==> config.mk <==
export PLATFORM = sky130hd
export DESIGN_NAME = cacm_top
export DESIGN_NICKNAME = d
export VERILOG_FILES = /design/src/pkg/cacm_pkg.sv /design/src/core/cacm_divider.sv /design/src/core/cacm_sync.sv /design/src/core/cacm_top.sv
export VERILOG_INCLUDE_DIRS = /design/src /design/src/pkg
export SDC_FILE = /design/constraint.sdc
export NUM_CORES = 1
export LEC_CHECK = 0
export BUFFER_PORTS_ARGS = -buffer_cell sky130_fd_sc_hd__buf_2
export CAP_MARGIN = 20
export CORE_ASPECT_RATIO = 0.6
export CORE_MARGIN = 4
export CORE_UTILIZATION = 53
export CTS_CLUSTER_SIZE = 16
export DETAILED_ROUTE_END_ITERATION = 7
export GPL_TIMING_DRIVEN = 0
export PLACE_DENSITY = 0.82
export SLEW_MARGIN = 40
export SYNTH_ARGS = -nofsm -noshare
export SYNTH_HDL_FRONTEND = slang
export SYNTH_SLANG_ARGS = --single-unit
==> constraint.sdc <==
create_clock -name clk_sys -period 1.8 [get_ports clk_sys]
set_input_delay 0.09 -clock clk_sys [delete_from_list [all_inputs] [get_ports clk_sys]]
set_output_delay 0.09 -clock clk_sys [all_outputs]
set_load 0.02 [all_outputs]
==> src/pkg/cacm_params.svh <==
/*
  Register offsets, field positions, reset values and divider ratios
  for the counter array control and mode registers.
  Assumes inclusion by bare name from design files.
*/
`ifndef CACM_PARAMS_SVH
`define CACM_PARAMS_SVH

`define CACM_CONTROL_ADDR    8'hD8
`define CACM_MODE_ADDR       8'hD9
`define CACM_CONTROL_RESET   8'h00
`define CACM_MODE_RESET      8'h40

`define CACM_CTL_WRAP        7
`define CACM_CTL_RUN         6
`define CACM_CTL_M2          2
`define CACM_CTL_M1          1
`define CACM_CTL_M0          0

`define CACM_MD_IDLE         7
`define CACM_MD_WDE          6
`define CACM_MD_LOCK         5
`define CACM_MD_TB_HI        3
`define CACM_MD_TB_LO        1
`define CACM_MD_WRAP_IE      0

`define CACM_DIV12           4'hC
`define CACM_DIV4            4'h4
`define CACM_DIV8            4'h8

`endif

==> src/pkg/cacm_pkg.sv <==
/*
  Types for the counter array control and mode block.
  Assumes cacm_params.svh supplies the numeric constants.
*/
package cacm_pkg;
  typedef enum logic [2:0]
  {
    CACM_TB_DIV12    = 3'h0,
    CACM_TB_DIV4     = 3'h1,
    CACM_TB_TMR0     = 3'h2,
    CACM_TB_EXT_IN   = 3'h3,
    CACM_TB_SYSCLK   = 3'h4,
    CACM_TB_EXT_CLK  = 3'h5,
    CACM_TB_RTC     = 3'h6,
    CACM_TB_RESERVED = 3'h7
  } cacm_timebase_e;
endpackage : cacm_pkg
==> src/core/cacm_divider.sv <==
/*
  Divide-by-N enable generator: one-cycle pulse every N enabled ticks.
  Assumes a single clock domain; tick is a same-clock enable.
*/
module cacm_divider #(
  parameter int unsigned DIV = 12
) (
  input  wire logic clk_sys,
  input  wire logic rst_b,
  input  wire logic tick,
  output logic      pulse
);
  localparam int unsigned W = (DIV > 1) ? $clog2(DIV) : 1;
  logic [W-1:0] count;

  // Refuse a divide below two
  if (DIV < 2)
  begin : g_div_check
    $error("cacm_divider: DIV must be at least 2");
  end

  always_ff @(posedge clk_sys or negedge rst_b)
  begin
    if (!rst_b)
    begin
      count <= '0;
      pulse <= 1'b0;
    end
    else
    begin
      pulse <= 1'b0;
      if (tick)
      begin
        if (count == W'(DIV - 1))
        begin
          count <= '0;
          pulse <= 1'b1;
        end
        else
          count <= count + 1'b1;
      end
    end
  end
endmodule : cacm_divider

==> src/core/cacm_sync.sv <==
/*
  Two-flop synchroniser with falling-edge detect after the second flop.
  Assumes the input is asynchronous to clk_sys.
*/
module cacm_sync (
  input  wire logic clk_sys,
  input  wire logic rst_b,
  input  wire logic async_in,
  output logic      level,
  output logic      fall
);
  logic meta;
  logic last;

  always_ff @(posedge clk_sys or negedge rst_b)
  begin
    if (!rst_b)
    begin
      meta  <= 1'b1;
      level <= 1'b1;
      last  <= 1'b1;
    end
    else
    begin
      meta  <= async_in;
      level <= meta;
      last  <= level;
    end
  end

  assign fall = last & ~level;
endmodule : cacm_sync

==> src/core/cacm_top.sv <==
/*
  Counter array control and mode registers with the 16-bit counter,
  timebase selection, wrap and module flags, interrupt request and
  watchdog enable/lock.
  Assumes a byte-wide special-function-register bus on clk_sys, module
  event pulses and a watchdog match from the compare datapath, and
  timer 0 overflow as a same-clock pulse.
*/
module cacm_top (
  input  wire logic       clk_sys,
  input  wire logic       rst_b,
  input  wire logic [7:0] sfr_addr,
  input  wire logic [7:0] sfr_wdata,
  input  wire logic       sfr_wr,
  input  wire logic       sfr_rd,
  output logic      [7:0] sfr_rdata,
  input  wire logic       cpu_idle,
  input  wire logic [2:0] module_event,
  input  wire logic [2:0] module_irq_enable,
  input  wire logic       watchdog_match,
  input  wire logic       timer0_overflow,
  input  wire logic       external_count_input,
  input  wire logic       ext_osc_clk,
  input  wire logic       rtc_osc_clk,
  output logic     [15:0] counter_value,
  output logic            count_tick,
  output logic            counter_array_irq,
  output logic            watchdog_enable,
  output logic            watchdog_reset
);
`include "cacm_params.svh"

  logic                   count_wrap_flag;
  logic                   count_run;
  logic [2:0]             module_flags;
  logic                   idle_suspend;
  logic                   watchdog_lock;
  cacm_pkg::cacm_timebase_e timebase_select;
  logic                   wrap_irq_enable;
  logic [15:0]            counter;

  logic                   wr_ctl;
  logic                   wr_md;
  logic                   active;
  logic                   running;
  logic                   tick;
  logic                   wrap;
  logic                   pulse12;
  logic                   pulse4;
  logic                   pulse_ext;
  logic                   pulse_rtc;
  logic                   ext_fall;
  logic                   ext_osc_rise;
  logic                   rtc_rise;
  logic                   ext_osc_lvl;
  logic                   rtc_lvl;
  logic                   ext_osc_last;
  logic                   rtc_last;
  logic [2:0]             next_module_flags;
  logic                   next_wrap_flag;

  function automatic logic flag_next(
    input logic cur,
    input logic hw_set,
    input logic wr,
    input logic wbit
  );
    logic nxt;
    nxt = cur;
    if (wr)
      nxt = wbit;
    if (hw_set)
      nxt = 1'b1;
    return nxt;
  endfunction : flag_next

  // Register write decode
  assign wr_ctl = sfr_wr && (sfr_addr == `CACM_CONTROL_ADDR);
  assign wr_md  = sfr_wr && (sfr_addr == `CACM_MODE_ADDR);

  // Suspended during idle when requested
  assign active  = !(idle_suspend && cpu_idle);
  // Watchdog forces the counter on
  assign running = (count_run || watchdog_enable) && active;

  cacm_divider #(.DIV(`CACM_DIV12)) u_div12 (
    .clk_sys (clk_sys),
    .rst_b   (rst_b),
    .tick    (active),
    .pulse   (pulse12)
  );

  cacm_divider #(.DIV(`CACM_DIV4)) u_div4 (
    .clk_sys (clk_sys),
    .rst_b   (rst_b),
    .tick    (active),
    .pulse   (pulse4)
  );

  cacm_sync u_sync_eci (
    .clk_sys  (clk_sys),
    .rst_b    (rst_b),
    .async_in (external_count_input),
    .level    (),
    .fall     (ext_fall)
  );

  cacm_sync u_sync_ext (
    .clk_sys  (clk_sys),
    .rst_b    (rst_b),
    .async_in (ext_osc_clk),
    .level    (ext_osc_lvl),
    .fall     ()
  );

  cacm_sync u_sync_rtc (
    .clk_sys  (clk_sys),
    .rst_b    (rst_b),
    .async_in (rtc_osc_clk),
    .level    (rtc_lvl),
    .fall     ()
  );

  always_ff @(posedge clk_sys or negedge rst_b)
  begin
    if (!rst_b)
    begin
      ext_osc_last <= 1'b1;
      rtc_last     <= 1'b1;
    end
    else
    begin
      ext_osc_last <= ext_osc_lvl;
      rtc_last     <= rtc_lvl;
    end
  end

  // Oscillators counted on rising edges
  assign ext_osc_rise = ext_osc_lvl & ~ext_osc_last;
  assign rtc_rise     = rtc_lvl & ~rtc_last;

  cacm_divider #(.DIV(`CACM_DIV8)) u_div_ext (
    .clk_sys (clk_sys),
    .rst_b   (rst_b),
    .tick    (ext_osc_rise && active),
    .pulse   (pulse_ext)
  );

  cacm_divider #(.DIV(`CACM_DIV8)) u_div_rtc (
    .clk_sys (clk_sys),
    .rst_b   (rst_b),
    .tick    (rtc_rise && active),
    .pulse   (pulse_rtc)
  );

  always_comb
  begin
    unique case (timebase_select)
      cacm_pkg::CACM_TB_DIV12:    tick = pulse12;
      cacm_pkg::CACM_TB_DIV4:     tick = pulse4;
      cacm_pkg::CACM_TB_TMR0:     tick = timer0_overflow;
      cacm_pkg::CACM_TB_EXT_IN:   tick = ext_fall;
      cacm_pkg::CACM_TB_SYSCLK:   tick = 1'b1;
      cacm_pkg::CACM_TB_EXT_CLK:  tick = pulse_ext;
      cacm_pkg::CACM_TB_RTC:      tick = pulse_rtc;
      cacm_pkg::CACM_TB_RESERVED: tick = 1'b0;
    endcase
  end

  assign wrap = running && tick && (counter == 16'hFFFF);

  // Counter
  always_ff @(posedge clk_sys or negedge rst_b)
  begin
    if (!rst_b)
    begin
      counter    <= 16'h0000;
      count_tick <= 1'b0;
    end
    else
    begin
      count_tick <= running && tick;
      if (running && tick)
        counter <= counter + 16'h0001;
    end
  end

  assign counter_value = counter;

  // Flags: hardware set wins over firmware clear
  always_comb
  begin
    next_wrap_flag = flag_next(count_wrap_flag, wrap, wr_ctl,
                               sfr_wdata[`CACM_CTL_WRAP]);
    for (int i = 0; i < 3; i++)
      next_module_flags[i] = flag_next(module_flags[i],
                                       module_event[i] && active,
                                       wr_ctl,
                                       sfr_wdata[i]);
  end

  always_ff @(posedge clk_sys or negedge rst_b)
  begin
    if (!rst_b)
    begin
      count_wrap_flag <= 1'b0;
      module_flags    <= 3'h0;
      count_run       <= 1'b0;
    end
    else
    begin
      count_wrap_flag <= next_wrap_flag;
      module_flags    <= next_module_flags;
      if (wr_ctl)
        count_run <= sfr_wdata[`CACM_CTL_RUN];
    end
  end

  // Mode register
  always_ff @(posedge clk_sys or negedge rst_b)
  begin
    if (!rst_b)
    begin
      idle_suspend    <= 1'b0;
      watchdog_enable <= 1'b1;
      watchdog_lock   <= 1'b0;
      timebase_select <= cacm_pkg::CACM_TB_DIV12;
      wrap_irq_enable <= 1'b0;
    end
    else if (wr_md)
    begin
      wrap_irq_enable <= sfr_wdata[`CACM_MD_WRAP_IE];
      if (!watchdog_enable)
      begin
        idle_suspend    <= sfr_wdata[`CACM_MD_IDLE];
        timebase_select <= cacm_pkg::cacm_timebase_e'(
          sfr_wdata[`CACM_MD_TB_HI:`CACM_MD_TB_LO]);
      end
      if (sfr_wdata[`CACM_MD_LOCK])
      begin
        watchdog_lock   <= 1'b1;
        watchdog_enable <= 1'b1;
      end
      else if (!watchdog_lock)
        watchdog_enable <= sfr_wdata[`CACM_MD_WDE];
    end
  end

  // Interrupt and watchdog reset
  always_ff @(posedge clk_sys or negedge rst_b)
  begin
    if (!rst_b)
    begin
      counter_array_irq <= 1'b0;
      watchdog_reset    <= 1'b0;
    end
    else
    begin
      counter_array_irq <= (count_wrap_flag && wrap_irq_enable)
        || |(module_flags & module_irq_enable);
      watchdog_reset <= watchdog_enable &&
        ((watchdog_match && active)
         || (wr_ctl && sfr_wdata[`CACM_CTL_M2]));
    end
  end

  // Read data, run bit reads as firmware wrote it
  always_ff @(posedge clk_sys or negedge rst_b)
  begin
    if (!rst_b)
      sfr_rdata <= 8'h00;
    else if (sfr_rd)
    begin
      if (sfr_addr == `CACM_CONTROL_ADDR)
        sfr_rdata <= {count_wrap_flag, count_run, 3'h0, module_flags};
      else if (sfr_addr == `CACM_MODE_ADDR)
        sfr_rdata <= {idle_suspend, watchdog_enable, watchdog_lock, 1'b0,
                      timebase_select, wrap_irq_enable};
      else
        sfr_rdata <= 8'h00;
    end
  end
endmodule : cacm_top

* Word-level counts from Yosys, hierarchy flattened
Cells that the tools add are included.
** Storage, ports and cells
- Input bits :: 32
- Bits in registers :: 64
** Cells by class
- Muxes and demuxes :: 25
- Add/subtract/negate cells :: 5
- Equality and inequality tests :: 15
- Reductions and logical operators :: 28
- Bitwise gates (word level) :: 8
** Operators by type and width (number)
- == test 3 bit, second input constant :: 6
- 2-to-1 mux 1 bit :: 18
- adder 16 x 1 -> 16 bit, second input constant :: 1
- == test 16 bit, second input constant :: 1
- == test 8 bit, second input constant :: 2
- 2-to-1 mux 8 bit :: 2
- logical AND 1 bit :: 15
- one-hot mux 1 bit (8 select lines) :: 1
- nonzero test 2 bit :: 4
- adder 3 x 1 -> 3 bit, second input constant :: 2
- == test 3 x 2 -> 1 bit, second input constant :: 2
- 2-to-1 mux 3 bit :: 2
- AND reduction 2 bit :: 3
- adder 4 x 1 -> 4 bit, second input constant :: 1
- == test 4 bit, second input constant :: 1
- 2-to-1 mux 4 bit :: 1
- inverter 1 bit :: 4
- AND 1 bit :: 3
- AND 3 bit :: 1
- == test 3 x 1 -> 1 bit, second input constant :: 1
- zero test 3 bit :: 1
- logical OR 1 bit :: 3
- OR reduction 3 bit :: 1
- adder 2 x 1 -> 2 bit, second input constant :: 1
- other kinds (4) :: 4

* Logic depth before layout (Yosys ltp)
Gate-level depths: netlist of the first run.
- Depth after elaboration :: 6
- Depth in mapped cells :: 6

* Cells and area by module
From an unflattened synthesis of the first run, not the netlist that was laid out.
** Unflattened totals
- Cells, all modules :: 225
- Area, all modules :: 2909.0 µm²
** Modules (own cells, without submodules)
- cacm_top :: area each 1926.8 µm², sequential area each 1004.7 µm², cells an instance 161, times used 1
- cacm_divider (u_div_ext ...) :: area each 170.2 µm², sequential area each 100.1 µm², cells an instance 11, times used 2
- cacm_sync :: area each 92.6 µm², sequential area each 78.8 µm², cells an instance 4, times used 3
- cacm_divider (u_div12) :: area each 237.7 µm², sequential area each 125.1 µm², cells an instance 22, times used 1
- cacm_divider (u_div4) :: area each 126.4 µm², sequential area each 75.1 µm², cells an instance 8, times used 1

* Least setup slack after synthesis of the first run
Ideal clock, no wire load.
- Path kind :: reg2reg
- Start :: register watchdog_enable
- End :: register counter[3] (netlist: counter_value[3])
- Buffers on the path :: 1
- Setup time :: 0.131 ns
- Period minus slack after synthesis :: 1.642 ns
- Cell stages (with the launch flop) :: 6
- Slack :: 0.158 ns
- Arrival :: 1.511 ns
- Cell sequence :: dfstp_2 o221ai_1 nor3_4 buf_6 nand3_1 xnor2_1
** Between the ends
- Word-level cells in the longest chain between the ends :: 3
** Ends and longest elaborated chain
- start: declaration :: line cacm_top.sv:28 : output logic watchdog_enable,
- start signal: assignment :: line cacm_top.sv:245 : watchdog_enable <= sfr_wdata[`CACM_MD_WDE];
- logical OR 1 bit :: line cacm_top.sv:84 : assign running = (count_run || watchdog_enable) && active;
- logical AND 1 bit :: line cacm_top.sv:84
- logical AND 1 bit :: line cacm_top.sv:183 : if (running && tick)
- end signal: assignment :: line cacm_top.sv:184 : counter <= counter + 16'h0001;
- end: declaration :: line cacm_top.sv:40 : logic [15:0] counter;
Every way passes these cells.
A chain may end at the register's enable or synchronous reset.

* Worst setup path after layout of the first run
- Start :: register idle_suspend
- End :: register module_flags[0]
** Between the ends
- Word-level cells in the longest chain between the ends :: 4
- Elaborated cells on any way between the ends :: 5
** Ends and longest elaborated chain
- start: declaration :: line cacm_top.sv:36 : logic idle_suspend;
- start signal: assignment :: line cacm_top.sv:235 : idle_suspend <= sfr_wdata[`CACM_MD_IDLE];
- logical AND 1 bit * :: line cacm_top.sv:82 : assign active = !(idle_suspend && cpu_idle);
- zero test 1 bit * :: line cacm_top.sv:82
- logical AND 1 bit * :: line cacm_top.sv:197 : module_event[i] && active,
- 2-to-1 mux 1 bit or nonzero test 2 bit (tied branches)
- end signal: assignment :: line cacm_top.sv:213 : module_flags <= next_module_flags;
- end: declaration :: line cacm_top.sv:35 : logic [2:0] module_flags;
Mark *: on every way between the ends. The rest lies on a longest branch, timed or not.

==> results of run 1 <==
[state kept, by name, indices dropped and copies added (netlist names), 2 cells and up]
register         count
module_flags         3
u_div4.count         2
u_div_ext.count      3
u_div_rtc.count      3
sfr_rdata            7
u_div12.count        4
timebase_select      3
counter_value       16
[final cells by class]
class,count,share of cell area [%]
repair buffers,73,13.2
multi-input cells,140,29.9
flip-flops and latches,63,46.0
inverters,9,0.979
well taps,63,2.28
clock inverters,7,2.79
plain buffers,7,1.20
clock buffers,9,3.59
[power breakdown]
part | internal (mW) | switching (mW)
sequential | 1.60 | 0.137
combinational | 0.292 | 0.262
clock | 0.780 | 0.556
[layout by cell type (no fill, tap or decap), types with 2 or more instances in the layout]
cell           count
a21o_1             5
a21oi_1            2
a221o_1            3
a22oi_1            3
and2_1             5
and3_1             4
and4_1             3
buf_2             57
buf_4              3
buf_6              2
bufinv_16          2
clkbuf_1           2
clkbuf_8           9
clkinvlp_4         3
dfrtp_1           53
dfstp_2           10
dlygate4sd3_1     16
ha_1               7
inv_1              9
mux2_2            12
mux2i_1            7
nand2_1           15
nand2b_1           2
nand3_1           10
nand3b_1           3
nand4_1            6
nor2_1             4
nor2b_1            5
nor3_1             5
o21ai_0            7
o22ai_1            5
xnor2_1           14
[synthesized netlist by cell type (3+ instances only)]
| cell | instances |
|---|---|
| nor2_1 | 4 |
| and2_1 | 5 |
| and4_1 | 3 |
| nor2b_1 | 5 |
| dfrtp_1 | 53 |
| mux2_2 | 12 |
| o21ai_0 | 7 |
| a221o_1 | 3 |
| nand3_1 | 10 |
| and3_1 | 4 |
| ha_1 | 7 |
| inv_1 | 9 |
| o22ai_1 | 5 |
| a21o_1 | 5 |
| mux2i_1 | 7 |
| nand3b_1 | 3 |
| nand4_1 | 6 |
| a22oi_1 | 3 |
| nor3_1 | 5 |
| nand2_1 | 15 |
| clkbuf_1 | 3 |
| xnor2_1 | 14 |
| dfstp_2 | 10 |
[per-layer routing]
layer | GRT usage (%) | routed length, microns | up-vias
li1 | - | - | 941
met1 | 28.2 | 2730 | 915
met2 | 27.5 | 2440 | 53
met3 | 8.16 | 369 | 2
met4 | 3.53 | 19 | 0
met5 | 0 | 0 | -
[what timing repair did]
| action | CTS | global route |
|---|---|---|
| resized for setup | 0 | 3 |
| hold buffers | 15 | 1 |
| pin swaps | 1 | 0 |
| hold endpoints to repair | 64 | 1 |
| setup endpoints to repair | 7 | 1 |
| buffers inserted | 2 | 0 |
[per-stage QoR]
| stage | total power, mW | utilization (%) | setup TNS, ps | cell area, sq um |
|---|---|---|---|---|
| after floorplan | 2.11 | - | 0 | 2690 |
| after global placement | 2.26 | 64.4 | 0 | 3050 |
| after detailed placement | 2.29 | 64.5 | -164 | 3050 |
| after CTS | 3.67 | 72.6 | 0 | 3440 |
| after global routing | 3.86 | 72.9 | 0 | 3450 |
| final | 3.63 | 72.9 | 0 | 3450 |
[final timing paths]
check | from | endpoint | slack [ps] | cells after the start
max | idle_suspend | module_flags[0] | 60 | 4
max reg2reg | idle_suspend | module_flags[0] | 60 | 4
min | sfr_wdata[1] | module_flags[1] | 20 | 2
max in group asynchronous | rst_b | ext_osc_last | 1110 | 2
min reg2reg | u_sync_ext.meta | u_sync_ext.level | 360 | 0
min in group asynchronous | rst_b | sfr_rdata[2] | 290 | 2
[logic make-up (layout without fill, tap and decap cells)]
| group | after synthesis | in the layout | share of synthesized area, % |
|---|---|---|---|
| compound gates | 29 | 29 | 7.48 |
| fa+ha+maj | 7 | 7 | 3.25 |
| xor+xnor | 15 | 15 | 4.88 |
| buf+inv | 16 | 105 | 2.74 |
| mux | 19 | 19 | 7.62 |
| simple gates | 69 | 69 | 14.9 |
| other cells | 1 | 1 | 0.139 |
| flops | 63 | 63 | 59.0 |
==> results.md, run 1 <==
* Initial antenna violation count at 0
* Drt via density at 5.15
* Input/output buffers at 55
* Async SR Flop Fraction at 100%
* Total Wirelength at 5560 microns
* Drt pass-1 iters at 4
* Post-synth top area share at 49.2%
* Crit. End Element: register
* DRC Markers at 0
* Post-synth EDFFs at 0
* Initial core utilization at 56.9%
* Status: completed
* CTS buffer count at 9
* Netlist cell types at 41
* RSZ-0062 raised after global routing: no
* CTS sink count at 63
* Antenna-violating nets left at 0
* DIE WIDTH at 100 microns
* CP cell instances: nand2_1 -> buf_2 -> a221o_1 -> dlygate4sd3_1
* Placed Instances at 337
* Leading post-synthesis cells by cell area: dfrtp_1 49%, dfstp_2 9.8%, mux2_2 5.0%
* Min Tclk post-route at 1740 ps
* P&R area growth vs syn at 28.1%
* Total grt overflow at 0
* Max VDD drop at 0.828 mV
* Kind of start point of the critical path: register
* Worst min-delay path class: in -> reg
* Share of post-route cells with drive strength above 1 at 33.4%
* Delay-heaviest family, CP: buffers and inverters
* Synth area leader: dfrtp_1
* CP arrival at 1960 ps
* Bufs and invs on worst path at 2
* Core ar. at 0.00473 sq mm
* Total GRT Usage at 19.4%
* Register area share after synthesis at 59.0%
* Clk_skew at 6.33 ps
* #FFs+latches synth at 63
* Fmax at 575 MHz
* Die area at 0.00633 sq mm
* Final Max Tran Viols at 0
* Die Ht at 63.2 microns
* Required time of the critical path at 2020 ps
* Largest stage delay, worst path at 570 ps
* Post-Layout Cell Count at 371
* Mapped Area at 0.00269 sq mm
* First-pass GRT wire length at 9370 microns
* Nets@finish at 342
* WS Path Type: reg -> reg
* Hold Worst Slack at 21.8 ps
* Routed length per placed instance at 15.0 microns
* Largest net degree at the start of global routing at 64
* Insertion delay to the later sink of the worst-skew pair at 340 ps
* Dominant synthesized flop cell: dfrtp_1
* Worst Tran Pin Value at 551 ps
* Fin. Hold Viols at 0
* CP max stage cell: dlygate4sd3_1
* Leakage at 1.68 nW
* Mapped Nets at 258
* DR iter-0 viols at 102
* Maxcap violations at 0
* Worst setup margin at 59.6 ps
* Cells after Synth at 219
* H-tree depth at 3
* Pwr dens at 1050 mW/mm^2
* # rows at 19
* Max FO, Critical Path at 10
* Clock-pin slew on the worst setup and hold paths at 70 ps
* CTS tree: yes
* Place WS at -67.1 ps
* Period utilization at 96.7%
* Syn. warnings at 0
* Multi-input gate area at 0.00103 sq mm
* Total number of vias at 1,911
* FILL cells at 336
* Seq. cell area at 0.00159 sq mm
* GP Congestion at 0.782
* Dpl hpwl at 3850 microns
* Finish-stage setup viols at 0
* I/O pins at 60
* Number of global-route vias before repair at 1,943
* Slew HR at 63.3%
* Max Buffers Root-to-Sink at 2
* Syn avg cell area at 12.3 sq um
* Diodes inserted at 0
* CTS Root Cell: clkbuf_8
Power figures use the tool's default switching activity.
==> run 2: changes to the inputs <==
--- a/config.mk
+++ b/config.mk
@@ -10,11 +10,11 @@
 export CAP_MARGIN = 20
 export CORE_ASPECT_RATIO = 0.6
 export CORE_MARGIN = 4
-export CORE_UTILIZATION = 53
+export CORE_UTILIZATION = 50
 export CTS_CLUSTER_SIZE = 16
 export DETAILED_ROUTE_END_ITERATION = 7
-export GPL_TIMING_DRIVEN = 0
-export PLACE_DENSITY = 0.82
+export GPL_TIMING_DRIVEN = 1
+export PLACE_DENSITY = 0.79
 export SLEW_MARGIN = 40
 export SYNTH_ARGS = -nofsm -noshare
 export SYNTH_HDL_FRONTEND = slang
==> results.md, run 2 (same netlist as run 1, synthesis figures left out) <==
* Fin. Hold Viols at 0 (unchanged)
* Commonest non-fill, non-tap cells in the layout: 57 x buf_2, 53 x dfrtp_1, 15 x nand2_1, 15 x dlygate4sd3_1, 14 x xnor2_1
* Period utilization at 93.2% (-3.5 points)
* DRC Markers at 0 (unchanged)
* R2r setup slk at 120 ps (+60 ps)
* Hold EP: count_run
* WS Path Type: reg -> reg
* Worst r2r src: timebase_select[0]
* Share of post-route cells with drive strength above 1 at 33.7% (+0.22 points)
* Clock-pin slew on the worst setup and hold paths at 70 ps (about the same)
* Setup TNS at 0 ps (unchanged)
* # rows at 20 (+1)
* Nets@finish at 340 (-0.58%)
* Hold Startpoint: sfr_wdata[6]
* Min Tclk post-route at 1680 ps (-63.0 ps)
* Input/output buffers at 57 (+3.6%)
* Number of global-route vias before repair at 1,925 (-0.93%)
* Die area at 0.00666 sq mm (+5.4%)
* Worst-case reg-to-reg path depth at 5 (+1)
* First-pass GRT wire length at 9160 microns (-2.2%)
* Maxcap violations at 0 (unchanged)
* Core Util, Final at 67.3% (-5.6 points)
* Status: completed
* Pwr dens at 1050 mW/mm^2 (-0.30%)
* Largest stage delay, worst path at 480 ps (-90 ps)
* Total Wirelength at 5550 microns (-0.11%)
* RR Endpoint: counter_value[1]
* DR iter-0 viols at 63 (-38%)
* Core ar. at 0.00513 sq mm (+8.4%)
* CP max stage cell: dfrtp_1
* I/O pins at 60 (unchanged)
* Insertion delay to the later sink of the worst-skew pair at 340 ps (about the same)
* Kind of start point of the critical path: register
* Commonest non-fill, non-tap cell in the layout: buf_2
* Routed length per placed instance at 14.9 microns (-0.38%)
* Total number of vias at 1,907 (-0.21%)
* CTS Root Cell: clkbuf_8
* Post-CTS Setup Bufs at 0 (-2)
* RSZ-0062 raised after global routing: no
* GP Congestion at 0.762 (-2.6%)
* Final Max Tran Viols at 0 (unchanged)
* Leakage at 1.69 nW (+0.16%)
* Total grt overflow at 0 (unchanged)
* Worst min-delay path class: in -> reg
* Required time of the critical path at 2030 ps (about the same)
* Slew HR at 61.6% (-1.7 points)
* Crit. End Element: register
* Number of flip-flops in the largest register at 16 (unchanged)
* Total GRT Usage at 18.4% (-1.0 points)
* DIE WIDTH at 103 microns (+2.7%)
* Max VDD drop at 0.616 mV (-26%)
* Seq. cell area at 0.00159 sq mm (unchanged)
* CTS tree: yes
* CTS buffer count at 9 (unchanged)
* Antenna-violating nets left at 0 (unchanged)
* P&R area growth vs syn at 28.2%
* Fmax at 596 MHz (+3.8%)
* Drt via density at 5.13 (-0.48%)
* Max Buffers Root-to-Sink at 2 (unchanged)
* Diodes inserted at 0 (unchanged)
* CP arrival at 1910 ps (-50 ps)
* Dpl hpwl at 4010 microns (+4.3%)
* Finish-stage setup viols at 0 (unchanged)
* Drt pass-1 iters at 4 (unchanged)
* Die Ht at 64.9 microns (+2.6%)
* Initial antenna violation count at 0 (unchanged)
* Worst hold path depth at 2 (unchanged)
* H-tree depth at 3 (unchanged)
* Initial core utilization at 52.5% (-4.4 points)
* CTS sink count at 63 (unchanged)
* CP cell instances: nor2b_1 -> o221ai_1 -> nor3_4 -> buf_12 -> mux2_2
* Clk_skew at 7.18 ps (+0.854 ps)
* Max FO, Critical Path at 17 (+7)
* Worst setup margin at 123 ps (+63.0 ps)
* Multi-input gate area at 0.00103 sq mm (unchanged)
* FILL cells at 397 (+18%)
* Worst Tran Pin Value at 576 ps (+25.2 ps)
* Largest net degree at the start of global routing at 28 (-56%)
* Place WS at 139 ps (+206 ps)
-- run 2: cell type report --
type / instances / area share (%)
clock buffer: 10 / 3.69
clock inverter: 6 / 2.46
inverter: 9 / 0.978
multi-input combinational: 140 / 29.8
sequential: 63 / 46.0
tap: 66 / 2.39
timing repair buffer: 78 / 14.6
-- run 2: what timing repair did --
action	4_1_cts	5_1_grt
hold buffers	15	0
hold endpoints to repair	34	0
resized for setup	0	0
-- run 2: metrics by stage --
stage / instance area [sq um] / instances / total power, mW / hold slack [ps]
final: 3450 / 372 / 3.62 / 34.1
after global routing: 3450 / 372 / 3.84 / 11.5
after CTS: 3450 / 372 / 3.67 / 7.04
after detailed placement: 3090 / 341 / 2.31 / 115
after global placement: 3090 / 341 / 2.26 / 111
after floorplan: 2690 / 219 / 2.11 / -206
-- run 2: critical path: cells and delay by family (launching register included) --
family	cells	cell delay, ps
compound gates	1	170
buf+inv	1	170
flops	1	480
mux	1	340
simple gates	2	400
-- run 2: worst max-delay path by stage --
| stage | start | end | slack (ps) | cells past startpoint |
|---|---|---|---|---|
| after CTS | timebase_select[0] | counter_value[1] | 110 | 5 |
| after global placement | timebase_select[1] | counter_value[1] | 170 | 5 |
| final | timebase_select[0] | counter_value[1] | 120 | 5 |
| after global routing | timebase_select[0] | counter_value[1] | 40 | 5 |
| after floorplan | watchdog_enable | counter_value[3] | 160 | 5 |
| after detailed placement | timebase_select[0] | counter_value[1] | 140 | 5 |
-- run 2: per-layer routing --
layer	GRT usage (%)	wire (microns)	part of all wire, %
met1	24.3	2610	47
met2	27.3	2410	43
met3	7.42	437	7.9
met4	6.62	93	1.7
met5	0	0	0
-- run 2: power breakdown --
group / switching [mW] / internal (mW)
combinational: 0.264 / 0.296
clock: 0.551 / 0.774
sequential: 0.135 / 1.60
total: 0.950 / 2.67
==> run 3: changes to the inputs <==
--- a/config.mk
+++ b/config.mk
@@ -8,13 +8,12 @@
 export LEC_CHECK = 0
 export BUFFER_PORTS_ARGS = -buffer_cell sky130_fd_sc_hd__buf_2
 export CAP_MARGIN = 20
-export CORE_ASPECT_RATIO = 0.6
 export CORE_MARGIN = 4
-export CORE_UTILIZATION = 50
+export CORE_UTILIZATION = 53
 export CTS_CLUSTER_SIZE = 16
 export DETAILED_ROUTE_END_ITERATION = 7
 export GPL_TIMING_DRIVEN = 1
-export PLACE_DENSITY = 0.79
+export PLACE_DENSITY = 0.82
 export SLEW_MARGIN = 40
 export SYNTH_ARGS = -nofsm -noshare
 export SYNTH_HDL_FRONTEND = slang
==> results.md, run 3 (same netlist as run 1, synthesis figures left out) <==
* Status: completed
* Dpl cell area at 0.00308 sq mm (-0.45%)
* Switching Power at 0.934 mW (-1.7%)
* DIE WIDTH at 79.3 microns (-23%)
* Worst min-delay path class: in -> reg
* CP arrival at 1920 ps (about the same)
* Max FO, Critical Path at 17 (unchanged)
* Worst-case reg-to-reg path depth at 5 (unchanged)
* CTS buffer count at 9 (unchanged)
* Required time of the critical path at 2030 ps (about the same)
* Final Max Tran Viols at 0 (unchanged)
* H-tree depth at 3 (unchanged)
* Total number of vias at 1,979 (+3.8%)
* Fmax at 591 MHz (-0.84%)
* Antenna-violating nets left at 0 (unchanged)
* Placed Instances at 340 (-0.29%)
* Die area at 0.00629 sq mm (-5.7%)
* Clock power share at 37.2% (+0.6 points)
* Post-CTS sizing at 0 (unchanged)
* Drt via density at 5.36 (+4.6%)
* Pwr dens at 1060 mW/mm^2 (+1.4%)
* Internal power at 2.71 mW (+1.5%)
* Total Wirelength at 5450 microns (-1.8%)
* Final instance area at 0.00343 sq mm (-0.69%)
* First-pass GRT wire length at 9010 microns (-1.7%)
* Commonest non-fill, non-tap cell in the layout: buf_2
* Routed length per placed instance at 14.8 microns (-0.98%)
* Leakage at 1.67 nW (-0.67%)
* WS Path Type: reg -> reg
* Nets@finish at 336 (-1.2%)
* Core ar. at 0.00482 sq mm (-6.1%)
* Fin. Hold Viols at 0 (unchanged)
* Crit. End Element: register
* Period utilization at 94.0% (+0.79 points)
* Sw Share at 25.6% (-0.62 points)
* R2r setup slk at 110 ps (about the same)
* Share of post-route cells with drive strength above 1 at 33.4% (-0.22 points)
* Worst hold path depth at 2 (unchanged)
* Max VDD drop at 0.654 mV (+6.2%)
* Clk_skew at 9.36 ps (+2.18 ps)
* I/O pins at 60 (unchanged)
* Commonest non-fill, non-tap cells in the layout: 57 x buf_2, 53 x dfrtp_1, 15 x nand2_1
* P&R area growth vs syn at 27.4%
* Combinational share of power at 15.2% (-0.3 points)
* Total GRT Usage at 19.0% (+0.64 points)
* DR iter-0 viols at 83 (+32%)
* CTS sink count at 63 (unchanged)
* Drt pass-1 iters at 4 (unchanged)
* Sequential Power Share at 47.6% (-0.4 points)
* Input/output buffers at 57 (unchanged)
* Insertion delay to the later sink of the worst-skew pair at 340 ps (about the same)
* Die Ht at 79.3 microns (+22%)
* CTS tree: yes
* Finish-stage setup viols at 0 (unchanged)
* Setup TNS at 0 ps (unchanged)
* Diodes inserted at 0 (unchanged)
* Dpl hpwl at 3690 microns (-7.9%)
* DRC Markers at 0 (unchanged)
* Clock-pin slew on the worst setup and hold paths at 70 ps (about the same)
* Number of global-route vias before repair at 1,968 (+2.2%)
* Number of flip-flops in the largest register at 16 (unchanged)
* GP Congestion at 0.807 (+5.9%)
* # rows at 25 (+25%)
* CTS Root Cell: clkbuf_8
* Min Tclk post-route at 1690 ps (+14.2 ps)
* Kind of start point of the critical path: register
* Largest net degree at the start of global routing at 64 (+130%)
* RSZ-0062 raised after global routing: no
* Hold Worst Slack at 20.4 ps (-13.7 ps)
* Total grt overflow at 0 (unchanged)
* Maxcap violations at 0 (unchanged)
* Initial antenna violation count at 0 (unchanged)
* Post-Layout Cell Count at 369 (-0.81%)
* Max Buffers Root-to-Sink at 2 (unchanged)
* Initial core utilization at 55.9% (+3.4 points)
run 3: final cells by class:
class	count	area (sq um)
fill	377	1390
inverter	9	33.8
multi-input combinational	140	1030
clock inverter	5	81.3
timing repair buffer	74	470
tap	67	83.8
sequential	63	1590
clock buffer	11	141
run 3: stage by stage:
step	setup slack [ps]	util, %	power, mW
6_report	108	71.2	3.65
5_1_grt	33.1	71.2	3.85
4_1_cts	89.6	71.0	3.70
3_5_place_dp	106	63.9	2.31
3_3_place_gp	165	63.9	2.25
2_1_floorplan	158	-	2.11
run 3: layer usage:
metal | routed length, microns | GRT usage [%]
met1 | 2260 | 23.1
met2 | 2620 | 30.8
met3 | 471 | 5.33
met4 | 106 | 9.97
met5 | 0 | 0
run 3: power groups by stage:
stage                     clock (mW)  sequential (mW)  combinational, mW
after floorplan                    0             1.76              0.352
after global placement             0             1.75              0.503
after detailed placement           0             1.76              0.545
after CTS                       1.39             1.74              0.568
after global routing            1.46             1.76              0.638
final                           1.36             1.74              0.555
run 3: path summary, 6_finish.rpt:
kind | from | endpoint
max | timebase_select[0] | counter_value[1]
min | sfr_wdata[1] | module_flags[1]
max reg2reg | timebase_select[0] | counter_value[1]
min reg2reg | u_sync_eci.meta | u_sync_eci.level
max in group asynchronous | rst_b | u_sync_eci.level
min in group asynchronous | rst_b | module_flags[0]
run 3: worst max-delay path: stages (launching register included):
cell and delay (ps):
dfrtp_1 460, nor2b_1 140, o221ai_1 200, nor3_4 280
buf_12 170, mux2_2 330
run 3: repair_timing:
| action | CTS | global route |
|---|---|---|
| hold endpoints to repair | 62 | 1 |
| hold buffers | 12 | 1 |
| buffers inserted | 0 | 0 |
